$ cat src/logic/rcr_pkg.sv
// Package with register map, field layouts, reset values and timing for the reset controller.
package rcr_pkg;

	// Register indices as printed, byte address is four times the index.
	localparam logic [7:0] RCR_PCL_IDX = 8'h02;
	localparam logic [7:0] RCR_STATUS_IDX = 8'h03;
	localparam logic [7:0] RCR_CTRL_IDX = 8'h04;
	localparam logic [7:0] RCR_CAUSE_IDX = 8'h05;
	localparam logic [7:0] RCR_WREG_IDX = 8'h06;

	// Status register field layout.
	typedef struct packed {
		logic pin_change_wake_flag;
		logic [1:0] page_bits;
		logic timeout_flag_n;
		logic powerdown_flag_n;
		logic [2:0] low_bits;
	} rcr_status_t;

	// Control register field layout.
	typedef struct packed {
		logic [5:0] unused;
		logic osc_crystal;
		logic reset_pin_enable;
	} rcr_ctrl_t;

	// Reset values.
	localparam rcr_status_t RCR_STATUS_POR = 8'h18;
	localparam logic [7:0] RCR_PCL_RESET = 8'hFF;
	localparam logic [7:0] RCR_PC_WRAP = 8'h00;
	localparam rcr_ctrl_t RCR_CTRL_RESET = 8'h01;

	// Reset causes, one-hot, as read back from the cause register.
	typedef enum logic [5:0] {
		RCR_CAUSE_POR = 6'h01,
		RCR_CAUSE_EXT_RUN = 6'h02,
		RCR_CAUSE_EXT_SLEEP = 6'h04,
		RCR_CAUSE_WDT_RUN = 6'h08,
		RCR_CAUSE_WDT_SLEEP = 6'h10,
		RCR_CAUSE_WAKE = 6'h20
	} rcr_cause_t;

	// Sequencer states, one-hot.
	typedef enum logic [3:0] {
		RCR_ST_HOLD = 4'h1,
		RCR_ST_TIMING = 4'h2,
		RCR_ST_VECTOR = 4'h4,
		RCR_ST_RUN = 4'h8
	} rcr_state_t;

	// Timing: clock period and reset timer periods in their own units.
	localparam int RCR_CLK_PERIOD_NS = 100;
	localparam int RCR_DRT_LONG_MS = 18;
	localparam int RCR_DRT_SHORT_US = 300;
	localparam int RCR_DRT_LONG_CYC = RCR_DRT_LONG_MS * 1000000 / RCR_CLK_PERIOD_NS;
	localparam int RCR_DRT_SHORT_CYC = RCR_DRT_SHORT_US * 1000 / RCR_CLK_PERIOD_NS;
	localparam int RCR_DRT_W = 18;

	// Bus responses.
	localparam logic [1:0] RCR_RESP_OKAY = 2'h0;
	localparam logic [1:0] RCR_RESP_SLVERR = 2'h2;

endpackage

$ cat src/logic/rcr_reset_ctrl.sv
// Reset cause detection, reset latch with device reset timer, and AXI4-Lite register slave.
//
// Operation
// - Six reset causes told apart: power-on, pin run/sleep, watchdog run/sleep, wake.
// - Registers without reset keep contents across every cause except power-on.
// - Resettable registers load reset state on power-on, pin run, watchdog run, wake.
// - Pin or watchdog reset while asleep resumes; only status bits, program counter and working register bits 7:2 change.
// - Timeout, powerdown and wake flags set per cause so software can identify it.
// - Power-on status reads wake 0, bits 6:5 clear, timeout 1, powerdown 1.
// - Pin reset while running clears wake and bits 6:5, keeps the rest.
// - Pin reset asleep clears wake, bits 6:5, sets timeout, clears powerdown.
// - Watchdog reset asleep clears wake, bits 6:5, timeout and powerdown.
// - Watchdog reset running clears wake, bits 6:5 and timeout, keeps powerdown.
// - Wake reset sets wake, clears bits 6:5, sets timeout, clears powerdown.
// - Program counter low byte loads all ones for every reset cause.
// - Working register bits 7:2 hold the trim value after reset.
// - Reset-pin enable at 1 makes pin the reset; at 0 pin is plain input.
// - Pin pull-up stays enabled whenever the pin is the reset input.
// - Power-on reset holds the chip in reset until supply is adequate.
// - At power-up the reset latch sets and the reset timer clears.
// - Reset timer counts only while the external reset input is high.
// - Reset timer expiry clears the latch, releasing on-chip reset.
// - After the vector instruction the program counter wraps to zero.
// - Timer period long after power-on; later resets short for RC, long for crystal.
// - Active-low timeout flag at status bit 4 clears on watchdog reset.
//
// The AXI4-Lite interface to the registers was chosen for this implementation.
`timescale 1ns/10ps
module rcr_reset_ctrl
	import rcr_pkg::*;
#(
	parameter int DRT_LONG_CYCLES = RCR_DRT_LONG_CYC
) (
	// Clock and power-on reset.
	input wire logic aclk,
	input wire logic aresetn,
	// AXI4-Lite write address and data.
	input wire logic awvalid,
	output logic awready,
	input wire logic [31:0] awaddr,
	input wire logic [2:0] awprot,
	input wire logic wvalid,
	output logic wready,
	input wire logic [31:0] wdata,
	input wire logic [3:0] wstrb,
	// AXI4-Lite write response.
	output logic bvalid,
	input wire logic bready,
	output logic [1:0] bresp,
	// AXI4-Lite read.
	input wire logic arvalid,
	output logic arready,
	input wire logic [31:0] araddr,
	input wire logic [2:0] arprot,
	output logic rvalid,
	input wire logic rready,
	output logic [31:0] rdata,
	output logic [1:0] rresp,
	// Shared reset or port pin.
	input wire logic shared_reset_port_pin,
	output logic pin_pullup_en,
	output logic gpio_level,
	// Events from the core and watchdog.
	input wire logic watchdog_timeout,
	input wire logic pin_change_wake,
	input wire logic sleep_enter,
	input wire logic [5:0] oscillator_trim,
	// Reset outputs to the core.
	output logic chip_reset,
	output logic regs_reset,
	output logic asleep
);

	// Pin synchroniser; the first stage is read only by the second.
	logic pin_s1_q;
	logic pin_s2_q;
	logic pin_s3_q;
	logic pin_level_q;
	rcr_ctrl_t ctrl_q;
	logic external_reset_input;
	logic ext_low;

	always_ff @(posedge aclk) begin
		pin_s1_q <= shared_reset_port_pin;
		pin_s2_q <= pin_s1_q;
		pin_s3_q <= pin_s2_q;
	end

	// A change counts once the two later stages agree; idle level is high.
	always_ff @(posedge aclk) begin
		if (!aresetn) begin
			pin_level_q <= 1'b1;
		end else if (pin_s2_q == pin_s3_q) begin
			pin_level_q <= pin_s3_q;
		end
	end

	// With the pin function disabled the internal reset input is tied high.
	assign external_reset_input = ctrl_q.reset_pin_enable ? pin_level_q : 1'b1;
	assign ext_low = !external_reset_input;

	// Pin-side outputs: pull-up follows the reset function, port level otherwise.
	always_ff @(posedge aclk) begin
		if (!aresetn) begin
			pin_pullup_en <= 1'b1;
			gpio_level <= 1'b1;
		end else begin
			pin_pullup_en <= ctrl_q.reset_pin_enable;
			gpio_level <= ctrl_q.reset_pin_enable ? 1'b1 : pin_level_q;
		end
	end

	// Sequencer and reset timer state.
	rcr_state_t state_q;
	logic [RCR_DRT_W-1:0] drt_q;
	logic [RCR_DRT_W-1:0] drt_limit;
	logic por_pending_q;
	logic asleep_q;
	logic new_cause;
	rcr_cause_t cause_d;
	rcr_cause_t cause_q;

	// Cause priority: pin, then watchdog, then wake; only a running or sleeping core sees them.
	always_comb begin
		new_cause = 1'b0;
		cause_d = cause_q;
		if (state_q == RCR_ST_RUN) begin
			if (ext_low) begin
				new_cause = 1'b1;
				cause_d = asleep_q ? RCR_CAUSE_EXT_SLEEP : RCR_CAUSE_EXT_RUN;
			end else if (watchdog_timeout) begin
				new_cause = 1'b1;
				cause_d = asleep_q ? RCR_CAUSE_WDT_SLEEP : RCR_CAUSE_WDT_RUN;
			end else if (pin_change_wake && asleep_q) begin
				new_cause = 1'b1;
				cause_d = RCR_CAUSE_WAKE;
			end
		end
	end

	// Period: long after power-on, then per oscillator type.
	always_comb begin
		if (por_pending_q || ctrl_q.osc_crystal) begin
			drt_limit = DRT_LONG_CYCLES[RCR_DRT_W-1:0];
		end else begin
			drt_limit = RCR_DRT_SHORT_CYC[RCR_DRT_W-1:0];
		end
	end

	// Sequencer: hold, count while the reset input is high, one vector cycle, run.
	always_ff @(posedge aclk) begin
		if (!aresetn) begin
			state_q <= RCR_ST_HOLD;
			drt_q <= '0;
		end else begin
			case (state_q)
				RCR_ST_HOLD: begin
					drt_q <= '0;
					if (external_reset_input) begin
						state_q <= RCR_ST_TIMING;
					end
				end
				RCR_ST_TIMING: begin
					if (ext_low) begin
						// A new low pulse restarts the full timer period.
						state_q <= RCR_ST_HOLD;
						drt_q <= '0;
					end else if (drt_q == drt_limit - 1'b1) begin
						state_q <= RCR_ST_VECTOR;
						drt_q <= '0;
					end else begin
						drt_q <= drt_q + 1'b1;
					end
				end
				RCR_ST_VECTOR: begin
					state_q <= RCR_ST_RUN;
				end
				RCR_ST_RUN: begin
					if (new_cause) begin
						state_q <= RCR_ST_HOLD;
					end
				end
				default: begin
					state_q <= RCR_ST_HOLD;
					drt_q <= '0;
				end
			endcase
		end
	end

	// The long power-on period applies until the first release.
	always_ff @(posedge aclk) begin
		if (!aresetn) begin
			por_pending_q <= 1'b1;
		end else if (state_q == RCR_ST_VECTOR) begin
			por_pending_q <= 1'b0;
		end
	end

	// Cause record and sleep state; any reset ends sleep.
	always_ff @(posedge aclk) begin
		if (!aresetn) begin
			cause_q <= RCR_CAUSE_POR;
			asleep_q <= 1'b0;
		end else if (new_cause) begin
			cause_q <= cause_d;
			asleep_q <= 1'b0;
		end else if (sleep_enter && state_q == RCR_ST_RUN) begin
			asleep_q <= 1'b1;
		end
	end

	// Reset outputs come from flops; the release lands on a clock edge.
	logic regs_load_q;

	always_ff @(posedge aclk) begin
		if (!aresetn) begin
			chip_reset <= 1'b1;
			regs_load_q <= 1'b1;
		end else if (new_cause) begin
			chip_reset <= 1'b1;
			// Sleep resets resume operation and leave ordinary registers alone.
			regs_load_q <= (cause_d == RCR_CAUSE_EXT_RUN) || (cause_d == RCR_CAUSE_WDT_RUN)
				|| (cause_d == RCR_CAUSE_WAKE);
		end else if (state_q == RCR_ST_TIMING && ext_low == 1'b0 && drt_q == drt_limit - 1'b1) begin
			chip_reset <= 1'b0;
		end
	end

	always_ff @(posedge aclk) begin
		if (!aresetn) begin
			regs_reset <= 1'b1;
			asleep <= 1'b0;
		end else begin
			regs_reset <= regs_load_q && (state_q != RCR_ST_RUN) && (state_q != RCR_ST_VECTOR);
			asleep <= asleep_q;
		end
	end

	// AXI4-Lite write channel: address and data in either order, response after both.
	logic aw_have_q;
	logic w_have_q;
	logic [7:0] wr_idx_q;
	logic [7:0] wr_byte_q;
	logic wr_lane_q;
	logic do_write;
	logic wr_hit;

	assign do_write = aw_have_q && w_have_q && !bvalid;
	assign wr_hit = (wr_idx_q == RCR_PCL_IDX) || (wr_idx_q == RCR_STATUS_IDX)
		|| (wr_idx_q == RCR_CTRL_IDX) || (wr_idx_q == RCR_WREG_IDX);

	always_ff @(posedge aclk) begin
		if (!aresetn) begin
			awready <= 1'b1;
			wready <= 1'b1;
			aw_have_q <= 1'b0;
			w_have_q <= 1'b0;
			wr_idx_q <= '0;
			wr_byte_q <= '0;
			wr_lane_q <= 1'b0;
			bvalid <= 1'b0;
			bresp <= RCR_RESP_OKAY;
		end else begin
			if (awvalid && awready) begin
				aw_have_q <= 1'b1;
				awready <= 1'b0;
				// Upper address bits above the map must be zero for a hit.
				wr_idx_q <= (awaddr[31:10] == '0) ? awaddr[9:2] : 8'hFF;
			end
			if (wvalid && wready) begin
				w_have_q <= 1'b1;
				wready <= 1'b0;
				wr_byte_q <= wdata[7:0];
				wr_lane_q <= wstrb[0];
			end
			if (do_write) begin
				bvalid <= 1'b1;
				bresp <= wr_hit ? RCR_RESP_OKAY : RCR_RESP_SLVERR;
				aw_have_q <= 1'b0;
				w_have_q <= 1'b0;
			end
			if (bvalid && bready) begin
				bvalid <= 1'b0;
				awready <= 1'b1;
				wready <= 1'b1;
			end
		end
	end

	// A software write counts only while the core runs and byte lane 0 is strobed.
	logic sw_wr;
	assign sw_wr = do_write && wr_lane_q && (state_q == RCR_ST_RUN);

	// Control register.
	always_ff @(posedge aclk) begin
		if (!aresetn) begin
			ctrl_q <= RCR_CTRL_RESET;
		end else if (sw_wr && wr_idx_q == RCR_CTRL_IDX) begin
			ctrl_q <= {6'h00, wr_byte_q[1:0]};
		end
	end

	// Status register: cause flags per reset, software owns bits 7:5 and 2:0.
	rcr_status_t status_q;

	always_ff @(posedge aclk) begin
		if (!aresetn) begin
			// Low bits are undefined after power-on; they settle at zero here.
			status_q <= RCR_STATUS_POR;
		end else if (new_cause) begin
			// Bits 6:5 clear on every cause, the wake flag on every cause except wake; low bits kept.
			status_q.pin_change_wake_flag <= (cause_d == RCR_CAUSE_WAKE);
			status_q.page_bits <= 2'h0;
			case (cause_d)
				RCR_CAUSE_EXT_SLEEP: begin
					status_q.timeout_flag_n <= 1'b1;
					status_q.powerdown_flag_n <= 1'b0;
				end
				RCR_CAUSE_WDT_SLEEP: begin
					status_q.timeout_flag_n <= 1'b0;
					status_q.powerdown_flag_n <= 1'b0;
				end
				RCR_CAUSE_WDT_RUN: begin
					status_q.timeout_flag_n <= 1'b0;
				end
				RCR_CAUSE_WAKE: begin
					status_q.timeout_flag_n <= 1'b1;
					status_q.powerdown_flag_n <= 1'b0;
				end
				default: begin
					// Pin reset while running leaves both flags as they were.
					status_q.timeout_flag_n <= status_q.timeout_flag_n;
				end
			endcase
		end else if (sleep_enter && state_q == RCR_ST_RUN) begin
			status_q.timeout_flag_n <= 1'b1;
			status_q.powerdown_flag_n <= 1'b0;
		end else if (sw_wr && wr_idx_q == RCR_STATUS_IDX) begin
			// Timeout and powerdown flags are read-only to software; the wake flag at bit 7 is writable.
			status_q.pin_change_wake_flag <= wr_byte_q[7];
			status_q.page_bits <= wr_byte_q[6:5];
			status_q.low_bits <= wr_byte_q[2:0];
		end
	end

	// Program counter low byte: all ones in reset, wraps to zero after the vector.
	logic [7:0] pcl_q;

	always_ff @(posedge aclk) begin
		if (!aresetn) begin
			pcl_q <= RCR_PCL_RESET;
		end else if (new_cause) begin
			pcl_q <= RCR_PCL_RESET;
		end else if (state_q == RCR_ST_VECTOR) begin
			pcl_q <= RCR_PC_WRAP;
		end else if (sw_wr && wr_idx_q == RCR_PCL_IDX) begin
			pcl_q <= wr_byte_q;
		end
	end

	// Working register: the vector instruction loads the trim into bits 7:2.
	logic [7:0] wreg_q;

	always_ff @(posedge aclk) begin
		if (!aresetn) begin
			wreg_q <= 8'h00;
		end else if (state_q == RCR_ST_VECTOR) begin
			wreg_q[7:2] <= oscillator_trim;
		end else if (sw_wr && wr_idx_q == RCR_WREG_IDX) begin
			wreg_q <= wr_byte_q;
		end
	end

	// AXI4-Lite read channel: one read at a time, data registered with rvalid.
	logic [7:0] rd_idx;
	logic [7:0] rd_byte;
	logic rd_hit;

	assign rd_idx = araddr[9:2];

	always_comb begin
		rd_hit = (araddr[31:10] == '0);
		rd_byte = 8'h00;
		case (rd_idx)
			RCR_PCL_IDX: rd_byte = pcl_q;
			RCR_STATUS_IDX: rd_byte = status_q;
			RCR_CTRL_IDX: rd_byte = ctrl_q;
			RCR_CAUSE_IDX: rd_byte = {2'h0, cause_q};
			RCR_WREG_IDX: rd_byte = wreg_q;
			default: rd_hit = 1'b0;
		endcase
	end

	always_ff @(posedge aclk) begin
		if (!aresetn) begin
			arready <= 1'b1;
			rvalid <= 1'b0;
			rdata <= '0;
			rresp <= RCR_RESP_OKAY;
		end else begin
			if (arvalid && arready) begin
				arready <= 1'b0;
				rvalid <= 1'b1;
				rdata <= {24'h000000, rd_byte};
				rresp <= rd_hit ? RCR_RESP_OKAY : RCR_RESP_SLVERR;
			end
			if (rvalid && rready) begin
				rvalid <= 1'b0;
				arready <= 1'b1;
			end
		end
	end

endmodule

$ cat config.mk
export PLATFORM = sky130hd
export DESIGN_NAME = rcr_reset_ctrl
export DESIGN_NICKNAME = d
export VERILOG_FILES = /design/src/logic/rcr_pkg.sv /design/src/logic/rcr_reset_ctrl.sv
export SDC_FILE = /design/constraint.sdc
export NUM_CORES = 1
export LEC_CHECK = 0
export BUFFER_PORTS_ARGS = -buffer_cell sky130_fd_sc_hd__buf_2
export CORE_MARGIN = 2
export CORE_UTILIZATION = 37
export CTS_CLUSTER_SIZE = 24
export DETAILED_ROUTE_END_ITERATION = 12
export PLACE_DENSITY = 0.7
export SLEW_MARGIN = 20
export SYNTH_ARGS = -nofsm -noshare
export SYNTH_HDL_FRONTEND = slang
export SYNTH_SLANG_ARGS = --single-unit
$ cat constraint.sdc
create_clock -name aclk -period 2.6 [get_ports aclk]
set_input_delay 0.39 -clock aclk [delete_from_list [all_inputs] [get_ports aclk]]
set_output_delay 0.39 -clock aclk [all_outputs]
set_load 0.02 [all_outputs]
==> impl_metrics.json, run 1 <==
{
  "status": "complete, no violations",
  "ys.flop_type": "dfxtp_1",
  "cts_max_level": 3,
  "clk_latency_ns": 0.35,
  "intPower_uw": 2380,
  "num_rows": 40,
  "switching_share": 0.256,
  "grt_pass1_vias": 3870,
  "seq_power_share": 0.503,
  "wl_per_cell_um": 14.2,
  "p_leak_uw": 0.00230,
  "path_max_fanout": 5,
  "async_flop_share": 0,
  "slew_violations": 0,
  "power.share.clock": 0.406,
  "cts.path.max_buffers": 2,
  "hold_class": "in -> reg",
  "vias_per_cell": 5.29,
  "finalClockSkew_ns": 0.00967,
  "routed_wl_um": 10900,
  "dp_hpwl_um": 8250,
  "period_share": 0.897,
  "synth.most_common_cell": "dfxtp_1",
  "p_per_area_nw_per_um2": 591,
  "synth_top_area_share": 0.438,
  "grt_use_total": 0.170,
  "hold_buffers": 0,
  "layout-drive-gt1-share": 0.252,
  "reg2regPathDepth": 6,
  "crit_type": "reg -> reg",
  "synth-seq-cells": 100,
  "drc": 0,
  "io_pins": 169,
  "finalNetCount": 739,
  "start_util": 0.380,
  "num_vias": 4056,
  "clock-sinks": 100,
  "cts_root_buffer": "clkbuf_16",
  "tns_ns": 0,
  "netSwitchingPower_uw": 818,
  "dieHeight_um": 115,
  "endpoint_kind": "register",
  "drt_pass1_iterations": 5,
  "avgSynthCellArea_sq_um": 8.87,
  "antenna_found_initial": 0,
  "ctsResizeCount": 0,
  "power_frac_comb": 0.091,
  "synthTopCellsByCount": "100 x dfxtp_1, 57 x nand2_1, 53 x nor2_1, 37 x o21ai_0, 29 x buf_4",
  "synth_cells": 515,
  "grt-ovfl-total": 0,
  "rsz0062_at_grt": "false",
  "peakVddDrop_mv": 0.292,
  "cts_tree": "done",
  "yosysUniqueCellTypes": 62,
  "grt_pass1_wl_um": 18200,
  "cp.arrival_ns": 2.57,
  "required_ns": 2.84,
  "finalSetupViolCount": 0,
  "final_hold_viol_count": 0,
  "ys_warn_count": 0,
  "nFillCells": 1157,
  "yosys.area.top_type": "dfxtp_1",
  "core_sq_um": 12000,
  "synth_edf_count": 0,
  "drtAntennaViolNets": 0,
  "portBuffers": 105,
  "die_area_sq_um": 13300,
  "worst_hold_path.num_cells": 1,
  "finalWeightedCongestion": 0.869,
  "worstMarginPinSlew_ns": 0.658,
  "drv_cap": 0,
  "ys_top_cells_by_area": "dfxtp_1 44%, mux2i_1 5.7%, buf_4 4.8%, nand2_1 4.7%, nor2_1 4.4%",
  "maxSlewHeadroom": 0.557,
  "seq_area_frac_synth": 0.438,
  "die_w_um": 115,
  "num_antenna_cells": 0,
  "drt_iter0_markers": 218,
  "total_power_uw": 3200,
  "min_period_ns": 2.33,
  "clkTransAtPathRegs_ns": 0.07,
  "post_cts_buffers": 0,
  "cts_made_buffers": 9,
  "max_freq_ghz": 0.429,
  "syn_area_sq_um": 4570,
  "area_growth_pct": 18.5,
  "critPathLaunchType": "register",
  "grt_max_degree": 43
}
[registers in the layout, summed over array words and instances (netlist names), 2 cells and up]
| register | cells |
|---|---|
| cause_q | 6 |
| ctrl_q | 2 |
| drt_q | 18 |
| pcl_q | 8 |
| rdata | 8 |
| state_q | 4 |
| status_q | 8 |
| wr_byte_q | 8 |
| wr_idx_q | 8 |
| wreg_q | 8 |
[worst paths after layout]
| kind | start | end | slack [ns] |
|---|---|---|---|
| worst max-delay path | wr_idx_q[4] | status_q[7] | 0.27 |
| worst min register to register | pin_s1_q | pin_s2_q | 0.33 |
| worst min-delay path | shared_reset_port_pin | pin_s1_q | 0.14 |
| worst max register to register | wr_idx_q[4] | status_q[7] | 0.27 |
[cell usage in the layout, fill, tap and decap left out, types with 3 or more instances in the layout]
cell type / instances
o21ai_0: 37
nand2_1: 57
a21oi_1: 27
or2_2: 3
a22oi_1: 3
and3_1: 5
xnor2_1: 8
and2_1: 3
mux2_2: 8
dfxtp_1: 100
nand4_1: 11
conb_1: 26
mux2i_1: 26
nand2b_1: 9
o221a_2: 9
or4_1: 5
a211oi_1: 3
nor2_1: 53
xor2_1: 9
clkbuf_16: 9
nor4_1: 15
nand3_1: 8
a222oi_1: 4
and4_1: 3
buf_4: 8
clkinvlp_4: 3
nor3_1: 6
nand3b_1: 3
inv_1: 13
buf_2: 105
[cell type report]
cell class	instances	area, sq um	area share
Tap cell	147	184	0.0340
Multi-Input combinational cell	377	2300	0.424
Sequential cell	100	2000	0.370
Clock inverter	6	53.8	0.00994
Clock buffer	10	239	0.0441
Timing Repair Buffer	113	586	0.108
Inverter	14	52.6	0.00971
[worst max-delay path, stage by stage, from the launching register on]
cell and delay (ns):
dfxtp_1 0.31, or4_4 0.54, nor2_4 0.12, nand4_2 0.12
or4b_4 0.60, and4_4 0.22, a311o_1 0.30
[through the flow]
step | hold WS [ns] | utilization | instance area [sq um] | std cells | worst slack [ns]
3_3_place_gp | 0.314 | 0.426 | 5120 | 751 | 0.315
4_1_cts | 0.131 | 0.451 | 5410 | 767 | 0.266
5_1_grt | 0.136 | 0.451 | 5410 | 767 | 0.139
2_1_floorplan | 0.310 | - | 4660 | 540 | 0.316
3_5_place_dp | 0.316 | 0.426 | 5120 | 751 | 0.276
6_report | 0.143 | 0.451 | 5410 | 767 | 0.268
[cells by family after synthesis]
| logic type | Yosys count | share of synthesized area |
|---|---|---|
| compound gates | 102 | 0.145 |
| xor+xnor | 17 | 0.0326 |
| fa+ha+maj | 1 | 0.00274 |
| buf+inv | 63 | 0.0794 |
| flops | 100 | 0.438 |
| mux | 34 | 0.0767 |
| other cells | 1 | 0.000821 |
| simple gates | 197 | 0.224 |
[metal layers]
layer,GRT usage,share of wire,vias up
li1,-,-,1997
met1,0.221,0.46,1893
met2,0.274,0.46,145
met3,0.0306,0.052,21
met4,0.0803,0.025,0
met5,0,0,-
[power groups by stage]
stage / combinational [uW] / clock [uW] / sequential (uW)
floorplan: 197 / 0 / 1650
global placement: 282 / 0 / 1640
detailed placement: 288 / 0 / 1650
CTS: 290 / 1330 / 1610
global route: 323 / 1390 / 1620
finish: 290 / 1300 / 1610
No activity file was read; power rests on OpenSTA's default activity.
==> run 2: changes to the inputs <==
- CORE_UTILIZATION: 37 -> 35
- CTS_BUF_LIST: not set -> sky130_fd_sc_hd__clkbuf_4 sky130_fd_sc_hd__clkbuf_8 sky130_fd_sc_hd__clkbuf_16
- CTS_CLUSTER_SIZE: 24 -> 12
- PLACE_DENSITY: 0.7 -> 0.67
==> run 2 against run 1 <==
  * Count of clock-buffer cells in the layout is the same
  * Critical path depth grew 1
  * Non-clock buffer count shrank 2
  * Global-route usage shrank 0.97 points
  * First-iteration DRC count shrank 13%
  * Cell area grew 0.51%
==> impl_metrics.json, run 2 (synthesis results as in run 1) <==
{
  "status": "complete, no violations",
  "die_area_sq_um": 14000,
  "post_cts_buffers": 0,
  "cp.arrival_ns": 2.63,
  "drv_cap": 0,
  "cts_tree": "done",
  "grt_max_degree": 43,
  "routed_wl_um": 11100,
  "met3WireLength_um": 559,
  "finalCoreUtilization": 0.429,
  "grt-ovfl-total": 0,
  "finalWeightedCongestion": 0.871,
  "setup_ws_ns": 0.213,
  "p_per_area_nw_per_um2": 594,
  "dp_hpwl_um": 8460,
  "period_share": 0.918,
  "drt_pass1_iterations": 7,
  "grt_pass1_wl_um": 18500,
  "area_growth_pct": 19.1,
  "endpoint_kind": "register",
  "largest_reg_flops": 18,
  "grt_use_total": 0.160,
  "cts_max_level": 3,
  "final_hold_viol_count": 0,
  "num_antenna_cells": 0,
  "layout-drive-gt1-share": 0.249,
  "nFillCells": 1234,
  "clock-sinks": 100,
  "cts_made_buffers": 9,
  "io_pins": 169,
  "maxSlewHeadroom": 0.572,
  "hold_buffers": 0,
  "p_leak_uw": 0.00230,
  "num_rows": 41,
  "peakVddDrop_mv": 0.438,
  "die_w_um": 118,
  "max_freq_ghz": 0.419,
  "path_max_fanout": 9,
  "min_period_ns": 2.39,
  "layout_common_cells": "105 x buf_2, 100 x dfxtp_1, 57 x nand2_1",
  "crit_start": "state_q[3]",
  "dpl.cell_count": 774,
  "num_vias": 3998,
  "clkTransAtPathRegs_ns": 0.08,
  "slew_violations": 0,
  "critPathLaunchType": "register",
  "top_layer": "met4",
  "finalNetCount": 737,
  "hp-start": "shared_reset_port_pin",
  "core_sq_um": 12700,
  "met1_length_um": 5130,
  "final_common_cell": "buf_2",
  "drtAntennaViolNets": 0,
  "cts.path.max_buffers": 2,
  "tns_ns": 0,
  "ctsResizeCount": 0,
  "total_power_uw": 3230,
  "required_ns": 2.85,
  "vias_per_cell": 5.06,
  "dieHeight_um": 118,
  "drc": 0,
  "r2r_start": "state_q[3]",
  "rsz0062_at_grt": "false",
  "top_register": "drt_q",
  "finalSetupViolCount": 0,
  "final_cells": 790,
  "hold_class": "in -> reg",
  "grt_pass1_vias": 3845,
  "wl_per_cell_um": 14.0,
  "finalClockSkew_ns": 0.0163,
  "drt_iter0_markers": 189,
  "dr_wl_met2_um": 5180,
  "clk_latency_ns": 0.35,
  "crit_type": "reg -> reg",
  "cts_root_buffer": "clkbuf_16",
  "pre_cts_slack_ns": 0.275,
  "portBuffers": 105,
  "worstMarginPinSlew_ns": 0.635,
  "start_util": 0.361,
  "antenna_found_initial": 0
}
==> run 2: worst paths after layout <==
| check | to | depth (start not counted) | slack, ns |
|---|---|---|---|
| hold reg to reg | pin_s2_q | 0 | 0.33 |
| setup / recovery | status_q[3] | 7 | 0.21 |
| setup reg to reg | status_q[3] | 7 | 0.21 |
| hold / removal | pin_s1_q | 1 | 0.15 |
==> run 2: final cells by class <==
class	count	area, sq um	share of cell area
repair buffers	111	571	0.105
inverters	14	52.6	0.00966
clock buffers	10	239	0.0439
well taps	172	215	0.0395
multi-input cells	377	2300	0.422
clock inverters	6	65.1	0.0120
flip-flops and latches	100	2000	0.368
==> run 2: power by group <==
part / switching [uW] / internal (uW) / leakage (uW)
Combinational: 170 / 118 / 0.00134
Clock: 631 / 704 / 0.000143
Sequential: 38.5 / 1570 / 0.000814
==> run 2: per-layer routing <==
layer | up-vias | global-route usage
met2 | 136 | 0.258
met1 | 1851 | 0.213
met4 | 0 | 0.0685
met3 | 13 | 0.0232
met5 | - | 0
li1 | 1998 | -
==> run 2: stage by stage <==
stage | hold slack, ns | area [sq um]
final | 0.150 | 5440
after global routing | 0.145 | 5440
after CTS | 0.142 | 5440
after detailed placement | 0.321 | 5140
after global placement | 0.318 | 5140
after floorplan | 0.310 | 4660
==> run 2: worst max-delay path, stage by stage, from the launching register on <==
cell and delay [ns]:
dfxtp_1 0.51, nor4b_4 0.38, buf_4 0.22, o32ai_1 0.09, nor3_1 0.51, nand2_1 0.09
nand4bb_1 0.24, a41o_1 0.24
